File: src/ecp_fifo_map.svh
`ifndef ECP_FIFO_MAP_SVH
`define ECP_FIFO_MAP_SVH

// register byte addresses
`define OFF_ADDR_RLE     12'h000
`define OFF_DATA         12'h400
`define OFF_CTRL         12'h404
`define OFF_STATUS       12'h408

// control word fields
`define CTRL_MODE_MSB    2
`define CTRL_MODE_LSB    0
`define CTRL_DIR_BIT     3
`define CTRL_DMA_REQUEST_ENABLE_BIT   4
`define CTRL_MASK_BIT    5
`define CTRL_THR_MSB     9
`define CTRL_THR_LSB     6
`define CTRL_FLTEN_BIT   10
`define CTRL_ACKEN_BIT   11
`define CTRL_LINES_MSB   15
`define CTRL_LINES_LSB   12
`define CTRL_RESET       32'h0000_0420

// port modes
`define MODE_SPP         3'h0
`define MODE_PS2         3'h1
`define MODE_FIFO        3'h2
`define MODE_ECP         3'h3
`define MODE_TEST        3'h6

// queue geometry and run-length limits
`define FIFO_DEPTH       5'h10
`define FIFO_MAX_THR     4'hF
`define RLE_ADDR_BIT     7

// timing
`define CLK_PERIOD_NS    10
`define IRQ_PULSE_CYC    3'h4
`define DMA_BURST_MAX    6'h20
`define DMA_HOLDOFF_NS   350
`define DMA_HOLDOFF_CYC  \
  ((`DMA_HOLDOFF_NS + `CLK_PERIOD_NS - 1) / `CLK_PERIOD_NS)

`endif

File: src/ecp_fifo_pkg.sv
package ecp_fifo_pkg;

  typedef enum logic [1:0] {
    REV_IDLE   = 2'h0,
    REV_COUNT  = 2'h1,
    REV_REPEAT = 2'h3
  } rev_state_t;

  typedef struct packed {
    logic [15:0][8:0] mem;
    logic [3:0]       wrPtr;
    logic [3:0]       rdPtr;
    logic [4:0]       count;
    logic [2:0]       mode;
    logic             dir;
    logic             dma_request_enable;
    logic             mask;
    logic [3:0]       thr;
    logic             faultEnLow;
    logic             ackEn;
    logic [3:0]       lines;
    logic [1:0]       faultSync;
    logic [1:0]       ackSync;
    logic [1:0]       dackSync;
    logic [1:0]       tcSync;
    logic [1:0]       iorSync;
    logic [1:0]       iowSync;
    logic [1:0][7:0]  dwdSync;
    logic             faultPrev;
    logic             ackPrev;
    logic             iorPrev;
    logic             iowPrev;
    logic             tcPrev;
    logic             condPrev;
    logic [2:0]       pulseCnt;
    logic [5:0]       burstCnt;
    logic             holdoff;
    logic [5:0]       idleCnt;
    logic             dmaReq;
    rev_state_t       revState;
    logic [6:0]       rleCount;
    logic [6:0]       rleLeft;
    logic [7:0]       rleByte;
    logic [7:0]       fwdData;
    logic             fwdCmd;
    logic             fwdValid;
    logic [7:0]       dmaReadData;
    logic [31:0]      prdata;
  } state_t;

endpackage

File: src/ecp_fifo_service_logic.sv
`timescale 1ns/1ns
`include "ecp_fifo_map.svh"

module ecp_fifo_service_logic (
  input  wire logic        clk,
  input  wire logic        rst,
  input  wire logic        psel,
  input  wire logic        penable,
  input  wire logic        pwrite,
  input  wire logic [11:0] paddr,
  input  wire logic [31:0] pwdata,
  output logic      [31:0] prdata,
  output logic             pready,
  output logic             pslverr,
  output logic             portDmaRequest,
  input  wire logic        portDmaAcknowledgeLow,
  input  wire logic        terminalCount,
  input  wire logic        hostReadStrobeLow,
  input  wire logic        hostWriteStrobeLow,
  input  wire logic [7:0]  dmaWriteData,
  output logic      [7:0]  dmaReadData,
  output logic             portInterruptOut,
  output logic             portInterruptOe,
  input  wire logic        peripheralFaultLow,
  input  wire logic        peripheralAcknowledgeLow,
  output logic             dataStrobeLowOut,
  output logic             dataStrobeLowOe,
  output logic             autoFeedLowOut,
  output logic             autoFeedLowOe,
  output logic             peripheralResetLowOut,
  output logic             peripheralResetLowOe,
  output logic             selectInLowOut,
  output logic             selectInLowOe,
  output logic      [7:0]  fwdData,
  output logic             fwdCmd,
  output logic             fwdValid,
  input  wire logic        fwdReady,
  input  wire logic [7:0]  revData,
  input  wire logic        revCmd,
  input  wire logic        revValid,
  output logic             revReady
);
  import ecp_fifo_pkg::*;

  localparam logic [31:0] CtrlReset = `CTRL_RESET;

  state_t      s;
  state_t      n;
  logic        push;
  logic [8:0]  pushData;
  logic        pop;
  logic        doPush;
  logic        doPop;
  logic        full;
  logic        empty;
  logic        fifoOn;
  logic        ecpRev;
  logic        dackActive;
  logic        dmaCycle;
  logic        setup;
  logic        access;
  logic        mapped;
  logic [4:0]  level;
  logic        svcCond;
  logic        gated;
  logic        svcEvent;
  logic        tcEvent;
  logic        faultEvent;
  logic        ackEvent;
  logic        take;
  logic [31:0] ctrlWord;
  logic [31:0] statusWord;

  // service level in bytes for a threshold code
  function automatic logic [4:0] serviceLevel(input logic [3:0] code);
    logic [4:0] thrVal;
    thrVal = (code == `FIFO_MAX_THR) ? {1'b0, `FIFO_MAX_THR}
                                     : {1'b0, code} + 5'h01;
    return `FIFO_DEPTH - thrVal;
  endfunction

  assign full       = (s.count == `FIFO_DEPTH);
  assign empty      = (s.count == 5'h00);
  assign fifoOn     = (s.mode == `MODE_FIFO) || (s.mode == `MODE_ECP) ||
                      (s.mode == `MODE_TEST);
  assign ecpRev     = (s.mode == `MODE_ECP) && s.dir;
  assign dackActive = !s.dackSync[1];
  assign dmaCycle   = dackActive &&
                      (s.dir ? (s.iorPrev && !s.iorSync[1])
                             : (!s.iowPrev && s.iowSync[1]));
  assign setup      = psel && !penable;
  assign access     = psel && penable;
  assign mapped     = (paddr == `OFF_ADDR_RLE) || (paddr == `OFF_DATA) ||
                      (paddr == `OFF_CTRL) || (paddr == `OFF_STATUS);
  assign pready     = 1'b1;
  assign pslverr    = access && (!mapped ||
                      (!pwrite && paddr == `OFF_ADDR_RLE));
  assign revReady   = ecpRev && (s.revState != REV_REPEAT) &&
                      (revCmd || !full);
  assign take       = revValid && revReady;

  assign ctrlWord   = {16'h0000, s.lines, s.ackEn, s.faultEnLow, s.thr,
                       s.mask, s.dma_request_enable, s.dir, s.mode};
  assign statusWord = {21'h000000, s.ackSync[1], s.faultSync[1], s.dmaReq,
                       s.condPrev, full, empty, s.count};

  assign level   = serviceLevel(s.thr);
  assign svcCond = fifoOn && !s.dma_request_enable &&
                   (s.dir ? (s.count >= level)
                          : ((`FIFO_DEPTH - s.count) >= level));
  assign gated    = svcCond && !s.mask;
  assign svcEvent = gated && !s.condPrev;

  always_comb begin
    n        = s;
    push     = 1'b0;
    pushData = 9'h000;
    pop      = 1'b0;
    doPush   = 1'b0;
    doPop    = 1'b0;

    n.faultSync = {s.faultSync[0], peripheralFaultLow};
    n.ackSync   = {s.ackSync[0], peripheralAcknowledgeLow};
    n.dackSync  = {s.dackSync[0], portDmaAcknowledgeLow};
    n.tcSync    = {s.tcSync[0], terminalCount};
    n.iorSync   = {s.iorSync[0], hostReadStrobeLow};
    n.iowSync   = {s.iowSync[0], hostWriteStrobeLow};
    n.dwdSync   = {s.dwdSync[0], dmaWriteData};
    n.faultPrev = s.faultSync[1];
    n.ackPrev   = s.ackSync[1];
    n.iorPrev   = s.iorSync[1];
    n.iowPrev   = s.iowSync[1];
    n.tcPrev    = s.tcSync[1] && dackActive;
    n.condPrev  = gated;

    // register reads are prepared during the setup cycle
    if (setup && !pwrite) begin
      case (paddr)
        `OFF_DATA:   n.prdata = empty ? 32'h0
                                      : {24'h0, s.mem[s.rdPtr][7:0]};
        `OFF_CTRL:   n.prdata = ctrlWord;
        `OFF_STATUS: n.prdata = statusWord;
        default:     n.prdata = 32'h0;
      endcase
    end

    if (access && pwrite) begin
      case (paddr)
        `OFF_CTRL: begin
          n.mode       = pwdata[`CTRL_MODE_MSB:`CTRL_MODE_LSB];
          n.dir        = pwdata[`CTRL_DIR_BIT];
          n.dma_request_enable      = pwdata[`CTRL_DMA_REQUEST_ENABLE_BIT];
          n.mask       = pwdata[`CTRL_MASK_BIT];
          n.thr        = pwdata[`CTRL_THR_MSB:`CTRL_THR_LSB];
          n.faultEnLow = pwdata[`CTRL_FLTEN_BIT];
          n.ackEn      = pwdata[`CTRL_ACKEN_BIT];
          n.lines      = pwdata[`CTRL_LINES_MSB:`CTRL_LINES_LSB];
        end
        `OFF_DATA: begin
          if (fifoOn && (!s.dir || s.mode == `MODE_TEST)) begin
            push     = 1'b1;
            pushData = {1'b0, pwdata[7:0]};
          end
        end
        `OFF_ADDR_RLE: begin
          if (s.mode == `MODE_ECP && !s.dir) begin
            push     = 1'b1;
            pushData = {1'b1, pwdata[7:0]};
          end
        end
        default: ;
      endcase
    end

    if (access && !pwrite && paddr == `OFF_DATA && fifoOn &&
        (s.dir || s.mode == `MODE_TEST)) begin
      pop = 1'b1;
    end

    if (dmaCycle && s.dma_request_enable && fifoOn && s.mode != `MODE_TEST) begin
      if (s.dir) begin
        if (!empty && !pop) begin
          pop           = 1'b1;
          n.dmaReadData = s.mem[s.rdPtr][7:0];
        end
      end else if (!push) begin
        push     = 1'b1;
        pushData = {1'b0, s.dwdSync[1]};
      end
    end

    // forward link drain
    if (s.fwdValid && fwdReady) begin
      n.fwdValid = 1'b0;
    end
    if (!n.fwdValid && !empty && !pop && !s.dir &&
        (s.mode == `MODE_FIFO || s.mode == `MODE_ECP)) begin
      pop        = 1'b1;
      n.fwdValid = 1'b1;
      n.fwdData  = s.mem[s.rdPtr][7:0];
      n.fwdCmd   = s.mem[s.rdPtr][8];
    end

    case (s.revState)
      REV_IDLE, REV_COUNT: begin
        if (take) begin
          if (revCmd) begin
            if (!revData[`RLE_ADDR_BIT]) begin
              n.rleCount = revData[6:0];
              n.revState = REV_COUNT;
            end
          end else begin
            push     = 1'b1;
            pushData = {1'b0, revData};
            if (s.revState == REV_COUNT && s.rleCount != 7'h00) begin
              n.rleByte  = revData;
              n.rleLeft  = s.rleCount;
              n.revState = REV_REPEAT;
            end else begin
              n.revState = REV_IDLE;
            end
          end
        end
      end
      REV_REPEAT: begin
        if (!full) begin
          push      = 1'b1;
          pushData  = {1'b0, s.rleByte};
          n.rleLeft = s.rleLeft - 7'h01;
          if (s.rleLeft == 7'h01) begin
            n.revState = REV_IDLE;
          end
        end
      end
      default: n.revState = REV_IDLE;
    endcase

    doPush = push && !full;
    doPop  = pop && !empty;
    if (doPush) begin
      n.mem[s.wrPtr] = pushData;
      n.wrPtr        = s.wrPtr + 4'h1;
    end
    if (doPop) begin
      n.rdPtr = s.rdPtr + 4'h1;
    end
    n.count = s.count + {4'h0, doPush} - {4'h0, doPop};

    if (!fifoOn || (n.mode != s.mode)) begin
      n.wrPtr    = 4'h0;
      n.rdPtr    = 4'h0;
      n.count    = 5'h00;
      n.revState = REV_IDLE;
      n.fwdValid = 1'b0;
    end

    n.mask = n.mask || tcEvent;

    if (!s.dmaReq) begin
      n.burstCnt = 6'h00;
    end else if (dmaCycle) begin
      if (s.burstCnt == `DMA_BURST_MAX - 6'h01) begin
        n.burstCnt = 6'h00;
        n.holdoff  = 1'b1;
        n.idleCnt  = 6'h00;
      end else begin
        n.burstCnt = s.burstCnt + 6'h01;
      end
    end
    if (s.holdoff) begin
      if (dackActive) begin
        n.idleCnt = 6'h00;
      end else if (s.idleCnt == 6'(`DMA_HOLDOFF_CYC - 1)) begin
        n.holdoff = 1'b0;
      end else begin
        n.idleCnt = s.idleCnt + 6'h01;
      end
    end

    n.dmaReq = fifoOn && s.dma_request_enable && !n.mask && !n.holdoff && !tcEvent &&
               (s.dir ? (!empty && !(s.count == 5'h01 && dackActive))
                      : !full);

    if (svcEvent || tcEvent || faultEvent || ackEvent) begin
      n.pulseCnt = `IRQ_PULSE_CYC;
    end else if (s.pulseCnt != 3'h0) begin
      n.pulseCnt = s.pulseCnt - 3'h1;
    end
  end

  assign tcEvent    = s.tcSync[1] && dackActive && !s.tcPrev &&
                      s.dma_request_enable && !s.mask;
  assign faultEvent = (!s.faultEnLow && s.faultPrev && !s.faultSync[1]) ||
                      (s.faultEnLow && access && pwrite &&
                       paddr == `OFF_CTRL && !pwdata[`CTRL_FLTEN_BIT] &&
                       !s.faultSync[1]);
  assign ackEvent   = s.ackEn && !s.ackPrev && s.ackSync[1];

  always_ff @(posedge clk or posedge rst) begin
    if (rst) begin
      s            <= '0;
      s.mode       <= CtrlReset[`CTRL_MODE_MSB:`CTRL_MODE_LSB];
      s.mask       <= CtrlReset[`CTRL_MASK_BIT];
      s.faultEnLow <= CtrlReset[`CTRL_FLTEN_BIT];
      s.faultSync  <= 2'h3;
      s.ackSync    <= 2'h3;
      s.dackSync   <= 2'h3;
      s.iorSync    <= 2'h3;
      s.iowSync    <= 2'h3;
      s.faultPrev  <= 1'b1;
      s.ackPrev    <= 1'b1;
      s.iorPrev    <= 1'b1;
      s.iowPrev    <= 1'b1;
      s.revState   <= REV_IDLE;
    end else begin
      s <= n;
    end
  end

  assign prdata           = s.prdata;
  assign portDmaRequest   = s.dmaReq;
  assign dmaReadData      = s.dmaReadData;
  assign portInterruptOut = 1'b0;
  assign portInterruptOe  = (s.pulseCnt != 3'h0);
  assign fwdData          = s.fwdData;
  assign fwdCmd           = s.fwdCmd;
  assign fwdValid         = s.fwdValid;

  assign dataStrobeLowOut      = (s.mode == `MODE_SPP) ? 1'b0 : !s.lines[0];
  assign dataStrobeLowOe       = (s.mode == `MODE_SPP) ? s.lines[0] : 1'b1;
  assign autoFeedLowOut        = (s.mode == `MODE_SPP) ? 1'b0 : !s.lines[1];
  assign autoFeedLowOe         = (s.mode == `MODE_SPP) ? s.lines[1] : 1'b1;
  assign peripheralResetLowOut = (s.mode == `MODE_SPP) ? 1'b0 : !s.lines[2];
  assign peripheralResetLowOe  = (s.mode == `MODE_SPP) ? s.lines[2] : 1'b1;
  assign selectInLowOut        = (s.mode == `MODE_SPP) ? 1'b0 : !s.lines[3];
  assign selectInLowOe         = (s.mode == `MODE_SPP) ? s.lines[3] : 1'b1;
endmodule

File: config.mk
export PLATFORM = sky130hd
export DESIGN_NAME = ecp_fifo_service_logic
export DESIGN_NICKNAME = d
export VERILOG_FILES = /design/src/ecp_fifo_pkg.sv /design/src/ecp_fifo_service_logic.sv
export VERILOG_INCLUDE_DIRS = /design/src
export SDC_FILE = /design/constraint.sdc
export NUM_CORES = 1
export LEC_CHECK = 0
export ABC_AREA = 1
export BUFFER_PORTS_ARGS = -buffer_cell sky130_fd_sc_hd__buf_4
export CORE_AREA = 2 2 169 171
export CTS_CLUSTER_DIAMETER = 60
export DETAILED_ROUTE_END_ITERATION = 12
export DIE_AREA = 0 0 171 173
export GPL_TIMING_DRIVEN = 0
export PLACE_DENSITY = 0.75
export SYNTH_ARGS = -nofsm -noshare
export SYNTH_HDL_FRONTEND = slang
export SYNTH_SLANG_ARGS = --single-unit
File: constraint.sdc
create_clock -name clk -period 7.7 [get_ports clk]
set_input_delay 0.385 -clock clk [delete_from_list [all_inputs] [get_ports clk]]
set_output_delay 0.385 -clock clk [all_outputs]
set_load 0.02 [all_outputs]
==> flow_metrics.py <==
metrics = {
    "run_status": {
        "status": "finished, final reports clean",
    },
    "routing": {
        "drtIter0Drc": 1504,
        "via_count": 13280,
        "firstDrtPassIters": 6,
        "drcViolationCount": 0,
        "wl_per_cell_um": 17.35,
        "ant_nets": 0,
        "top_layer_used": "met4",
        "met1Wirelength_mm": 18.19,
        "wl_met2_mm": 19.54,
        "met3_length_mm": 3.696,
        "finalWirelength_mm": 42.60,
        "vias_per_cell": 5.409,
    },
    "die": {
        "ios": 138,
        "start_util": 0.5326,
        "num_rows": 61,
        "die_h_um": 173,
        "dieWidth_um": 171,
        "core_um2": 27630,
        "die-area_um2": 29580,
    },
    "placed_design": {
        "place.gp.congestion": 0.9422,
        "dp_hpwl_mm": 30.98,
        "io_buffers": 103,
        "placed_cells": 2386,
    },
    "yosys": {
        "synth-simple-area-share": 0.2771,
        "avgSynthCellArea_um2": 7.823,
        "yosysSeqAreaShare": 0.4809,
        "synth_cells": 1881,
        "synth_mux_area_frac": 0.006887,
        "syn_area_um2": 14720,
        "yosysWarnings": 0,
        "synth_xor_area_frac": 0.009523,
        "synth_compound_area_frac": 0.09804,
        "synth_adder_area_share": 0.03027,
        "synth_top_family_by_area": "simple AND/OR/NAND/NOR gates",
        "ys_types": 50,
        "ys_ff_latch": 282,
    },
    "worst_setup_path": {
        "worst_setup_path_start_kind": "flop",
        "endpoint_kind": "flop",
        "crit_fanout": 10,
        "critPathKind": "reg -> reg",
        "cp.required_ps": 8130,
        "crit_arrival_ps": 4660,
        "r2r_cells": 25,
    },
    "timing": {
        "slew_violations": 0,
        "grt_setup_unrepaired": "false",
        "timing.final.crit_share": 0.5498,
        "fin_setup_tns_ps": 0,
        "slew_headroom": 0.2736,
        "final.setup_skew_ps": 15.26,
        "whs_ps": 17.05,
        "fin_crit_ps": 4234,
        "finalSetupViolations": 0,
        "tightest_slew_ps": 1081,
        "fmax_mhz": 236.2,
        "hold_violations": 0,
    },
    "final_layout": {
        "diodes": 0,
        "drive_gt1_frac": 0.1493,
        "final_cell_mix": "635 x nand2_1, 266 x dfrtp_1, 189 x nor2_1",
        "syn2layout_area_growth_pct": 18.12,
        "fin_nets": 2163,
        "final_cells": 2455,
        "final_common_cell": "nand2_1",
    },
    "clock_tree": {
        "cts-resized-gates": 0,
        "cts_setup_buffers": 0,
        "cts.clk_slew.worst_paths_ps": 60,
        "cts_buffers": 30,
        "cts.sinks": 282,
        "cts_buffer_depth": 3,
        "clock_latency_ps": 560,
        "root_buffer": "clkbuf_16",
        "htree_levels": 1,
        "tritoncts": "built",
    },
    "power": {
        "p_per_area_nw_per_um2": 184.5,
        "p_leak_nw": 9.024,
        "vdd_drop_max_mv": 0.1514,
        "power_mw": 3.207,
    },
    "global_route": {
        "grt_max_degree": 41,
        "overflow": 0,
        "first_global_vias": 12650,
        "grt_pass1_wl_mm": 67.50,
        "antenna_found_initial": 0,
        "grt_use_total": 0.2886,
    },
    "flow_run": {
        "drv_cap": 0,
    },
    "worst_hold_path": {
        "min_path_type": "in -> async",
    },
}
final cells by class:
| cell class | count | area, µm² |
|---|---|---|
| plain buffers | 108 | 680.7 |
| clock buffers | 41 | 843.3 |
| clock inverters | 14 | 205.2 |
| fillers | 2448 | 10250 |
| inverters | 198 | 747.0 |
| multi-input cells | 1309 | 6275 |
| flip-flops and latches | 282 | 7077 |
| well taps | 378 | 473.0 |
| repair buffers | 125 | 1081 |
metrics by stage:
stage,area (µm²),utilization,setup WS (ps)
2_1_floorplan,14780,-,3593
3_3_place_gp,16030,0.5800,1987
3_5_place_dp,16190,0.5861,3544
4_1_cts,17380,0.6291,3522
5_1_grt,17380,0.6291,3112
6_report,17380,0.6291,3466
state kept, by name, summed over array words and instances (netlist names), 8 cells and up:
signal and flops:
fwdData 8, n 18, prdata 16, s 213
ctrlWord 16, dmaReadData 8
cells in the mapped netlist (all sizes together):
master | count | area (µm²)
o22ai | 10 | 62.56
nor3 | 19 | 111.4
o31ai | 5 | 37.54
nand4 | 23 | 143.9
nand2 | 644 | 2454
a22oi | 9 | 67.56
mux2 | 9 | 101.4
buf | 73 | 549.3
and3 | 1 | 6.260
or2 | 1 | 6.260
a211oi | 2 | 15.01
o311ai | 1 | 8.760
xnor2 | 5 | 43.79
a22o | 2 | 17.52
o21a | 2 | 15.01
nor3b | 1 | 7.510
nor4 | 2 | 12.51
a32o | 1 | 10.01
nand3 | 86 | 470.4
nor2 | 206 | 850.8
o21ai | 118 | 609.3
a21oi | 48 | 251.5
conb | 2 | 7.510
dfstp | 16 | 420.4
clkbuf | 35 | 131.4
o211ai | 38 | 285.3
clkinv | 3 | 11.26
xor2 | 11 | 96.34
inv | 195 | 731.9
nand3b | 2 | 15.01
fa | 1 | 20.02
a31oi | 10 | 62.56
ha | 34 | 425.4
dfrtp | 266 | 6656
cell families after synthesis:
kind of cell	count (synthesis)
AND/OR/NAND/NOR	985
buffers and inverters	306
flip-flops	282
AO/OA/AOI/OAI	246
adder cells (fa/ha/maj)	35
XOR/XNOR	16
multiplexers	9
other	2
path summary, 6_finish.rpt:
path / slack [ps] / to / start
worst min-delay path: 20 / n[111]$_DFF_PP0_ / rst
min in group clk: 60 / ctrlWord[9]$_DFFE_PP0P_ / pwdata[9]
worst max-delay path: 3470 / s[145]$_DFF_PP0_ / s[143]$_DFF_PP0_
worst min register to register: 350 / s[107]$_DFF_PP0_ / n[107]$_DFF_PP0_
worst max register to register: 3470 / s[145]$_DFF_PP0_ / s[143]$_DFF_PP0_
max in group asynchronous: 6340 / fwdData[4]$_DFFE_PP0P_ / rst
worst max-delay path, stage by stage (launching register included):
cell and delay, ps:
dfrtp_1 470, inv_1 130, ha_1 250, nand2_1 70, inv_1 50, ha_1 270, inv_2 250, nor2_1 90
nor2_1 130, nand3_2 130, nand2_1 130, nand3_4 140, nand3_4 180, nand2_8 110, buf_8 180, ha_1 280
inv_1 40, ha_1 200, fa_1 390, inv_1 70, nor2_1 50, nor2_1 100, nor2_1 60, nor2_1 110
xor2_1 180, nor2_1 70
timing repair:
item                       4_1_cts  5_1_grt
hold endpoints to repair        14        0
setup endpoints to repair        0        0
hold buffers                    14        0
routing by layer:
layer  track usage  vias up
li1              -     6259
met1        0.4172     6306
met2        0.4590      619
met3       0.03616       95
met4       0.08051        0
met5             0        -
report_power, final:
| part | switching [mW] | internal [mW] | leakage (nW) | total [mW] |
|---|---|---|---|---|
| registers | 0.00823 | 1.50 | 3.70 | 1.51 |
| clock network | 0.605 | 0.932 | 0.514 | 1.54 |
| logic | 0.0957 | 0.0622 | 4.81 | 0.158 |
| total | 0.709 | 2.50 | 9.02 | 3.21 |
Note: power is estimated with default switching activity, not from simulation.
